===== src/pcssc_pkg.sv =====
// Package for the PCS status and SERDES side-band block.
// Assumes a single 10 MHz clock and synchronous active-high reset.
package pcssc_pkg;

   // ----------------------------------------
   // Register map
   // ----------------------------------------
   localparam logic [3:0] ADDR_CTRL = 4'h0;
   localparam logic [3:0] ADDR_STATUS = 4'h1;
   localparam logic [3:0] ADDR_ECC = 4'h2;
   localparam logic [3:0] ADDR_ABILITY = 4'h3;

   // Control register fields
   localparam int CTRL_AN_EN = 0;
   localparam int CTRL_SGMII = 1;
   localparam int CTRL_SGMII_PHY = 2;
   localparam int CTRL_HALF_DUP = 3;
   localparam int CTRL_PWRDN = 4;
   localparam int CTRL_LOOP = 5;
   localparam int CTRL_EXT_SERDES = 6;
   localparam int CTRL_LOCK_DATA = 7;
   localparam int CTRL_LOCK_REF = 8;
   localparam int CTRL_TX_DRST = 9;
   localparam int CTRL_RX_DRST = 10;
   localparam logic [10:0] CTRL_RST = 11'h040;

   // Ability word bit that carries link state
   localparam int ABIL_LINK_BIT = 15;

   // ----------------------------------------
   // ECC status encoding
   // ----------------------------------------
   localparam logic [1:0] ECC_NONE = 2'h0;
   localparam logic [1:0] ECC_BAD = 2'h1;
   localparam logic [1:0] ECC_CORR = 2'h2;
   localparam logic [1:0] ECC_UNCORR = 2'h3;

   // Clock figures
   localparam int CLK_MHZ = 10;
   localparam int ERR_PULSE_CYC = 1;

   // ----------------------------------------
   // Carriers
   // ----------------------------------------
   typedef struct packed {
      logic link;
      logic panel_link;
      logic crs;
      logic col;
      logic an;
   } pcssc_leds_t;

   typedef struct packed {
      logic tx_cal_busy;
      logic rx_cal_busy;
      logic data_locked;
      logic ref_locked;
   } pcssc_xcvr_t;

   typedef enum logic [2:0] {
      AN_IDLE = 3'b001,
      AN_RUN = 3'b010,
      AN_DONE = 3'b100
   } pcssc_an_t;

endpackage


===== src/pcssc_top.sv =====
// PCS status indicators, error pulses, SERDES side-band and ECC status.
// Assumes all inputs synchronous to I_MCLK; the ten-bit receive clock
// is represented by I_MCLK in this single-clock build.
//
// Local design decisions: the address map and the strobed register port.
`timescale 1ns/1ps

// Function
// - Link indicator high exactly while receive synchronisation is achieved.
// - Without auto-negotiation, panel link follows link indicator in both modes.
// - 1000BASE-X with auto-negotiation: panel link follows negotiation complete.
// - SGMII MAC-side negotiation: panel link is done and partner ability bit 15.
// - SGMII PHY-side negotiation: panel link is done and local ability bit 15.
// - Carrier indicator high while traffic is present, low otherwise.
// - Collision indicator high when collision seen during frame transmission.
// - Collision indicator forced low in 1000BASE-X and full-duplex SGMII.
// - Negotiation indicator asserts once a negotiation sequence completes.
// - Invalid received code group gives a one-cycle character error pulse.
// - Running disparity error gives a one-cycle disparity error pulse.
// - Power-down output high in power-down mode, low in normal operation.
// - Power-down output only exists with an external serializer.
// - Loopback request high while the block operates in loopback mode.
// - Calibration busy outputs reflect transmit and receive calibration.
// - CDR lock to data and lock to reference reported separately.
// - ECC status codes: 11 uncorrectable, 10 corrected, 00 none, 01 invalid.
// - ECC status synchronised into the register clock domain.
module pcssc_top
(
   // Clock and reset
   input wire logic I_MCLK,
   input wire logic I_SRST,
   // Register port
   input wire logic [3:0] I_ADDR,
   input wire logic [31:0] I_WDATA,
   input wire logic I_WR,
   input wire logic I_RD,
   output logic [31:0] O_RDATA,
   // Receive path status
   input wire logic I_RX_SYNC,
   input wire logic I_AN_START,
   input wire logic I_AN_COMPLETE,
   input wire logic I_TRAFFIC,
   input wire logic I_TX_FRAME,
   input wire logic I_COLLISION,
   input wire logic I_CODE_INVALID,
   input wire logic I_DISP_BAD,
   input wire logic [1:0] I_ECC_RAW,
   // Transceiver status
   input wire logic I_TX_CAL,
   input wire logic I_RX_CAL,
   input wire logic I_CDR_DATA_LOCK,
   input wire logic I_CDR_REF_LOCK,
   // Indicators
   output logic O_LINK,
   output logic O_PANEL_LINK,
   output logic O_CRS,
   output logic O_COL,
   output logic O_AUTONEG_DONE_IND,
   output logic O_CHAR_ERR,
   output logic O_DISP_ERR,
   // SERDES side-band
   output logic O_POWERDOWN,
   output logic O_EXT_SERDES_LOOP_REQ,
   output logic O_TX_CAL_BUSY,
   output logic O_RX_CAL_BUSY,
   output logic O_CDR_DATA_LOCKED,
   output logic O_CDR_REF_LOCKED,
   output logic O_CDR_SET_LOCK_DATA,
   output logic O_CDR_SET_LOCK_REF,
   output logic O_TX_DIGITAL_RST,
   output logic O_RX_DIGITAL_RST,
   output logic [1:0] O_ECC_STATUS
);

   // ----------------------------------------
   // Registers
   // ----------------------------------------
   logic [10:0] ctrl;
   logic [15:0] dev_ability;
   logic [15:0] partner_ability;
   logic [1:0] ecc_meta;
   logic [1:0] ecc_sync;
   pcssc_pkg::pcssc_an_t an_state;
   pcssc_pkg::pcssc_leds_t leds;
   pcssc_pkg::pcssc_xcvr_t xcvr;
   logic next_panel;
   logic an_en;
   logic sgmii;

   assign an_en = ctrl[pcssc_pkg::CTRL_AN_EN];
   assign sgmii = ctrl[pcssc_pkg::CTRL_SGMII];

   function automatic logic [1:0] ecc_clean(input logic [1:0] raw);
      // The invalid code never leaves the block; treat it as no error
      ecc_clean = (raw == pcssc_pkg::ECC_BAD) ? pcssc_pkg::ECC_NONE : raw;
   endfunction

   always_ff @(posedge I_MCLK)
   begin
      if (I_SRST)
      begin
         ctrl <= pcssc_pkg::CTRL_RST;
         dev_ability <= 16'h0000;
      end
      else if (I_WR && I_ADDR == pcssc_pkg::ADDR_CTRL)
      begin
         ctrl <= I_WDATA[10:0];
      end
      else if (I_WR && I_ADDR == pcssc_pkg::ADDR_ABILITY)
      begin
         dev_ability <= I_WDATA[15:0];
      end
   end

   // Partner ability is written through the ability register, from the upper half of the write data
   always_ff @(posedge I_MCLK)
   begin
      if (I_SRST)
      begin
         partner_ability <= 16'h0000;
      end
      else if (I_WR && I_ADDR == pcssc_pkg::ADDR_ABILITY)
      begin
         partner_ability <= I_WDATA[31:16];
      end
   end

   always_ff @(posedge I_MCLK)
   begin
      if (I_SRST)
      begin
         O_RDATA <= 32'h00000000;
      end
      else if (I_RD)
      begin
         case (I_ADDR)
            pcssc_pkg::ADDR_CTRL: O_RDATA <= {21'h000000, ctrl};
            pcssc_pkg::ADDR_STATUS: O_RDATA <= {23'h000000, xcvr, leds};
            pcssc_pkg::ADDR_ECC: O_RDATA <= {30'h00000000, ecc_sync};
            pcssc_pkg::ADDR_ABILITY: O_RDATA <= {partner_ability, dev_ability};
            default: O_RDATA <= 32'h00000000;
         endcase
      end
      else
      begin
         O_RDATA <= 32'h00000000;
      end
   end

   // ----------------------------------------
   // Auto-negotiation tracking
   // ----------------------------------------
   always_ff @(posedge I_MCLK)
   begin
      if (I_SRST || !an_en)
      begin
         an_state <= pcssc_pkg::AN_IDLE;
      end
      else
      begin
         case (an_state)
            pcssc_pkg::AN_IDLE: if (I_AN_START) an_state <= pcssc_pkg::AN_RUN;
            pcssc_pkg::AN_RUN: if (I_AN_COMPLETE) an_state <= pcssc_pkg::AN_DONE;
            pcssc_pkg::AN_DONE: if (I_AN_START) an_state <= pcssc_pkg::AN_RUN;
            default: an_state <= pcssc_pkg::AN_IDLE;
         endcase
      end
   end

   // ----------------------------------------
   // Indicators
   // ----------------------------------------
   always_comb
   begin
      if (!an_en)
         next_panel = I_RX_SYNC;
      else if (!sgmii)
         next_panel = (an_state == pcssc_pkg::AN_DONE);
      else if (ctrl[pcssc_pkg::CTRL_SGMII_PHY])
         next_panel = (an_state == pcssc_pkg::AN_DONE) && dev_ability[pcssc_pkg::ABIL_LINK_BIT];
      else
         next_panel = (an_state == pcssc_pkg::AN_DONE) && partner_ability[pcssc_pkg::ABIL_LINK_BIT];
   end

   always_ff @(posedge I_MCLK)
   begin
      if (I_SRST)
      begin
         leds <= '0;
      end
      else
      begin
         leds.link <= I_RX_SYNC;
         leds.panel_link <= next_panel;
         leds.crs <= I_TRAFFIC;
         // Collisions only mean something in half-duplex SGMII
         leds.col <= sgmii && ctrl[pcssc_pkg::CTRL_HALF_DUP] && I_TX_FRAME && I_COLLISION;
         leds.an <= (an_state == pcssc_pkg::AN_DONE);
      end
   end

   // Error pulses: one cycle per detection; a held input gives one pulse
   logic code_prev;
   logic disp_prev;
   always_ff @(posedge I_MCLK)
   begin
      if (I_SRST)
      begin
         code_prev <= 1'b0;
         disp_prev <= 1'b0;
         O_CHAR_ERR <= 1'b0;
         O_DISP_ERR <= 1'b0;
      end
      else
      begin
         code_prev <= I_CODE_INVALID;
         disp_prev <= I_DISP_BAD;
         O_CHAR_ERR <= I_CODE_INVALID && !code_prev;
         O_DISP_ERR <= I_DISP_BAD && !disp_prev;
      end
   end

   // ----------------------------------------
   // SERDES side-band
   // ----------------------------------------
   always_ff @(posedge I_MCLK)
   begin
      if (I_SRST)
      begin
         O_POWERDOWN <= 1'b0;
         O_EXT_SERDES_LOOP_REQ <= 1'b0;
         xcvr <= '0;
      end
      else
      begin
         // Embedded transceiver builds leave the pin quiet
         O_POWERDOWN <= ctrl[pcssc_pkg::CTRL_PWRDN] && ctrl[pcssc_pkg::CTRL_EXT_SERDES];
         O_EXT_SERDES_LOOP_REQ <= ctrl[pcssc_pkg::CTRL_LOOP];
         xcvr.tx_cal_busy <= I_TX_CAL;
         xcvr.rx_cal_busy <= I_RX_CAL;
         xcvr.data_locked <= I_CDR_DATA_LOCK;
         xcvr.ref_locked <= I_CDR_REF_LOCK;
      end
   end

   assign O_TX_CAL_BUSY = xcvr.tx_cal_busy;
   assign O_RX_CAL_BUSY = xcvr.rx_cal_busy;
   assign O_CDR_DATA_LOCKED = xcvr.data_locked;
   assign O_CDR_REF_LOCKED = xcvr.ref_locked;
   assign O_CDR_SET_LOCK_DATA = ctrl[pcssc_pkg::CTRL_LOCK_DATA];
   assign O_CDR_SET_LOCK_REF = ctrl[pcssc_pkg::CTRL_LOCK_REF];
   assign O_TX_DIGITAL_RST = ctrl[pcssc_pkg::CTRL_TX_DRST];
   assign O_RX_DIGITAL_RST = ctrl[pcssc_pkg::CTRL_RX_DRST];

   assign O_LINK = leds.link;
   assign O_PANEL_LINK = leds.panel_link;
   assign O_CRS = leds.crs;
   assign O_COL = leds.col;
   assign O_AUTONEG_DONE_IND = leds.an;

   // ----------------------------------------
   // ECC status synchroniser
   // ----------------------------------------
   always_ff @(posedge I_MCLK)
   begin
      if (I_SRST)
      begin
         ecc_meta <= pcssc_pkg::ECC_NONE;
         ecc_sync <= pcssc_pkg::ECC_NONE;
      end
      else
      begin
         ecc_meta <= ecc_clean(I_ECC_RAW);
         ecc_sync <= ecc_meta;
      end
   end

   assign O_ECC_STATUS = ecc_sync;
endmodule


===== config.mk =====
export PLATFORM = sky130hd
export DESIGN_NAME = pcssc_top
export DESIGN_NICKNAME = d
export VERILOG_FILES = /design/src/pcssc_pkg.sv /design/src/pcssc_top.sv
export SDC_FILE = /design/constraint.sdc
export NUM_CORES = 1
export LEC_CHECK = 0
export BUFFER_PORTS_ARGS = -buffer_cell sky130_fd_sc_hd__buf_2
export CORE_ASPECT_RATIO = 1.1
export CORE_MARGIN = 8
export CORE_UTILIZATION = 40
export CTS_CLUSTER_DIAMETER = 50
export DETAILED_ROUTE_END_ITERATION = 8
export PLACE_DENSITY = 0.69
export SETUP_SLACK_MARGIN = 0.5
export SLEW_MARGIN = 15
export SYNTH_ARGS = -nofsm -noshare
export SYNTH_HDL_FRONTEND = slang
export SYNTH_SLANG_ARGS = --single-unit

===== constraint.sdc =====
create_clock -name I_MCLK -period 1.7 [get_ports I_MCLK]
set_input_delay 0.255 -clock I_MCLK [delete_from_list [all_inputs] [get_ports I_MCLK]]
set_output_delay 0.255 -clock I_MCLK [all_outputs]
set_load 0.05 [all_outputs]

## Word level (Yosys, flattened, before mapping)

Index checks and enable logic that the tools add are counted.

- Equal/unequal tests: 9
- Multiplexer cells: 7
- Bitwise gates (word level): 2
- Reduce and logical (&&, ||, !) cells: 20

Operators by type and width:

| operator | number |
|---|---|
| one-hot mux 32 bit (4 select lines) | 1 |
| logical AND 1 bit | 10 |
| == test 4 x 2 -> 1 bit, second input constant | 2 |
| two-way mux 3 bit | 2 |
| one-hot mux 3 bit (2 select lines) | 1 |
| OR reduction 2 bit | 3 |
| == test 4 x 1 -> 1 bit, second input constant | 1 |
| logical NOT 4 bit | 1 |
| AND reduction 2 bit | 2 |
| == test 3 x 1 -> 1 bit, second input constant | 1 |
| == test 3 x 2 -> 1 bit, second input constant | 1 |
| == test 3 bit, second input constant | 1 |
| logical NOT 1 bit | 3 |
| two-way mux 1 bit | 3 |
| == test 2 x 1 -> 1 bit, second input constant | 1 |
| inequality test 2 x 1 -> 1 bit, second input constant | 1 |
| inequality test 2 bit, second input constant | 1 |
| NOT 1 bit | 2 |
| logical OR 1 bit | 1 |

- Flip-flop bits (word level): 97
- Output and inout bits: 51

## Longest topological paths before layout

- Word-level depth: 5
- Gate-level depth with buffers: 6

## Worst setup path after synthesis

Ideal clock, no wire load.

- Kind: input port to flip-flop
- Start point: in I_ADDR[2]
- End point: reg ctrl[7]
- Arrival: 1.243 ns
- Required time: 1.568 ns
- Slack: 0.325 ns
- Stages on the path: 6
- Buffers on the path: 3
- Cells stage by stage: buf_2 -> or3b_1 -> clkbuf_1 -> buf_2 -> o21ai_1 -> a21oi_1

- Word-level cells in the longest chain between the ends: 2

Ends and longest elaborated chain:

| item | line | text |
|---|---|---|
| start: declaration | pcssc_top.sv:33 | `input wire logic [3:0] I_ADDR,` |
| logical NOT 4 bit | pcssc_top.sv:105 | `else if (I_WR && I_ADDR == pcssc_pkg::ADDR_CTRL)` |
| logical AND 1 bit | pcssc_top.sv:105 |  |
| end signal: assignment | pcssc_top.sv:102 | `ctrl <= pcssc_pkg::CTRL_RST;` |
| end signal: assignment | pcssc_top.sv:107 | `ctrl <= I_WDATA[10:0];` |
| end: declaration | pcssc_top.sv:78 | `logic [10:0] ctrl;` |

No other way between the ends.
A chain may end at the register's enable or synchronous reset.

## Worst setup path in the final report

- Start point: reg O_RDATA[28]
- End point: out O_RDATA[28]

RTL lines:

| item | line | text |
|---|---|---|
| start: declaration | pcssc_top.sv:37 | `output logic [31:0] O_RDATA,` |
| start signal: assignment | pcssc_top.sv:137 | `pcssc_pkg::ADDR_CTRL: O_RDATA <= {21'h000000, ctrl};` |
| start signal: assignment | pcssc_top.sv:138 | `pcssc_pkg::ADDR_STATUS: O_RDATA <= {23'h000000, xcvr, leds};` |
| start signal: assignment | pcssc_top.sv:139 | `pcssc_pkg::ADDR_ECC: O_RDATA <= {30'h00000000, ecc_sync};` |

No word-level cell between the ends.

==> flow_metrics.env <==
export IMPL_area_growth_syn_to_layout_pct=29.2
export IMPL_ys_types=34
export IMPL_cts_sinks=97
export IMPL_drv_slew=0
export IMPL_chipHeight_um=114
export IMPL_insertion_delay_ns=0.35
export IMPL_final_cell_count_no_fill=578
export IMPL_yosys_warnings=0
export IMPL_vdd_drop_max_mv=0.457
export IMPL_drive_gt1_share_pct=33.2
export IMPL_synth_net_count=418
export IMPL_use_met3_pct=5.13
export IMPL_finalCritPeriodShare_pct=68.1
export IMPL_start_util_pct=41.5
export IMPL_cts_buffer_depth=2
export IMPL_detail_route_vias_per_cell=5.21
export IMPL_critPathTopFamily="flip-flops"
export IMPL_antenna_found_initial=0
export IMPL_ys_seq_elements=97
export IMPL_grt_pass1_wl_um=14900
export IMPL_cp_num_buf_inv=1
export IMPL_synth_area_per_cell_um2=9.58
export IMPL_power_frac_comb_pct=7.8
export IMPL_drtIter0Drc=201
export IMPL_place_inst=561
export IMPL_netlist_instances=364
export IMPL_numCtsBuffers=9
export IMPL_cp_data_required_time_ns=1.44
export IMPL_min_path_type="in2reg"
export IMPL_rsz0062_at_grt="true"
export IMPL_tns_ns=0
export IMPL_status="finished, final reports clean"
export IMPL_power_mw=4.43
export IMPL_drtPass1Iterations=5
export IMPL_grt_use_met2_pct=24.7
export IMPL_synth_area_leaders="dfxtp_1, a21oi_1, nand3_1"
export IMPL_clkPwrFrac_pct=39.8
export IMPL_maxCapViolations=0
export IMPL_core_area_um2=8410
export IMPL_synthFlopType="dfxtp_1"
export IMPL_critPathMaxFanout=1
export IMPL_clk_root_buffer_cell="clkbuf_8"
export IMPL_grt_max_degree=62
export IMPL_startpoint_type="register"
export IMPL_arrival_ns=0.90
export IMPL_skew_ns=0.0127
export IMPL_port_buffer_count=104
export IMPL_worstSetupPathType="reg2out"
export IMPL_p_sw_mw=1.01
export IMPL_grt_busiest_layer="met2"
export IMPL_clk_pin_slew_worst_paths_ns=0.10
export IMPL_grt_overflow=0
export IMPL_async_flop_share_pct=0
export IMPL_drc=0
export IMPL_cts_tree="done"
export IMPL_fin_util_pct=53.6
export IMPL_vias=3011
export IMPL_syn_area_um2=3490
export IMPL_power_density_cell_area_nw_per_um2=982
export IMPL_slowest_delay_ns=0.31
export IMPL_post_cts_buffers=0
export IMPL_synth_seq_area_share_pct=55.7
export IMPL_netlist_area_leader_share_pct=55.7
export IMPL_max_slew_margin_pct=57.9
export IMPL_wl_um=9320
export IMPL_ios=105
export IMPL_worst_slew_pin_transition_ns=0.631
export IMPL_hold_viol=0
export IMPL_n_antenna_cell=0
export IMPL_fin_crit_ns=1.16
export IMPL_htreeDepth=3
export IMPL_drtAntennaViolNets=0
export IMPL_synth_edf_count=0
export IMPL_setup_violations=0
export IMPL_cp_cell_sequence="buf_2"
export IMPL_timing_fmax_mhz=864
export IMPL_worst_setup_path_end_kind="output pin"
export IMPL_place_congestion=0.795
export IMPL_dieArea_um2=12000
export IMPL_switching_share_pct=22.9
export IMPL_synth_top_area_cell="dfxtp_1"
export IMPL_leakage_nw=1.77
export IMPL_rows=35
export IMPL_fin_nets=516
export IMPL_power_frac_seq_pct=52.4
export IMPL_grtUsageTotal_pct=15.1
export IMPL_slowest_stage="dfxtp_1"
export IMPL_setup_ws_ns=0.543
export IMPL_global_route_usage_met1_pct=18.3
export IMPL_dp_hpwl_um=6650
export IMPL_internal_power_mw=3.41
export IMPL_grt_pass1_vias=2959
export IMPL_preCtsSetupSlack_ns=0.121
export IMPL_die_x_um=105
export IMPL_wire_per_inst_um=16.1
[worst paths after layout]
check                    start      endpoint  slack, ns  cells past startpoint
setup reg to reg       ctrl[2]  O_PANEL_LINK       0.57                      3
hold / removal    I_ECC_RAW[0]   ecc_meta[0]        0.1                      2
hold reg to reg      code_prev    O_CHAR_ERR       0.39                      1
setup / recovery   O_RDATA[28]   O_RDATA[28]       0.54                      1
[placed cells by master, fill, tap and decap left out, types with 5 or more instances in the layout]
cell      instances
a21oi_1          46
dfxtp_1          90
nand2_1           5
nand3_1          44
nor2b_1          16
buf_2            55
clkbuf_8          9
nor2_1           13
and2_1           23
buf_4            34
a22oi_1          11
clkbuf_4         22
mux2_2            7
o21ai_1          40
buf_6             7
dfxtp_2           7
[per-stage QoR]
stage	instance area (µm²)	hold WS, ns
after floorplan	3540	0.334
after global placement	4100	0.374
after detailed placement	4100	0.381
after CTS	4400	0.0883
after global routing	4510	0.0859
final	4510	0.0994
[power by group through the flow]
| stage | logic [mW] | clock network [mW] | registers [mW] |
|---|---|---|---|
| finish | 0.346 | 1.76 | 2.32 |
| global route | 0.371 | 1.91 | 2.32 |
| CTS | 0.339 | 1.81 | 2.32 |
| detailed placement | 0.330 | 0 | 2.37 |
| global placement | 0.323 | 0 | 2.37 |
| floorplan | 0.161 | 0 | 2.42 |
[sequential cells by signal, summed over array words and instances, names as in the netlist, 2 cells and up]
signal and cells:
partner_ability 16, dev_ability 16, ecc_meta 2, ctrl 11, an_state 3, O_ECC_STATUS 2
O_RDATA 32
[synth_stat cells (2+ instances only)]
library cell,number
dfxtp_1,97
nor2_1,13
mux2_2,7
and3b_1,2
nor3b_1,3
mux2i_1,3
o21ai_0,4
o21ai_1,40
or4_1,2
and2_1,23
a22oi_1,11
buf_2,17
a21oi_1,46
nand3_1,44
nor2b_1,16
clkbuf_1,12
nand2_1,5
buf_6,3
[repair_timing]
action                     CTS  global route
gates cloned                 0             1
hold buffers                 0             0
gates resized for setup     23            45
pin swaps                    1             0
setup endpoints to repair   26            84
[layout make-up]
cell class,count,area (µm²)
inverter,1,3.75
multi-input combinational,235,1400
clock buffer,10,128
fill,824,3900
sequential,97,1950
clock inverter,6,114
timing repair buffer,118,774
tap,111,139
[cells by family after synthesis]
family | count (synthesis) | share of synthesized area (%)
AO/OA/AOI/OAI | 104 | 16.0
buffers and inverters | 33 | 4.81
flip-flops | 97 | 55.7
multiplexers | 10 | 3.12
AND/OR/NAND/NOR | 120 | 20.4
[per-layer routing]
layer  routed length, µm  share of wire [%]
met3                 819                8.8
met4                  89               0.96
met1                3980                 43
met5                   0                  0
met2                4420                 47
(Power assumes the default switching activity.)
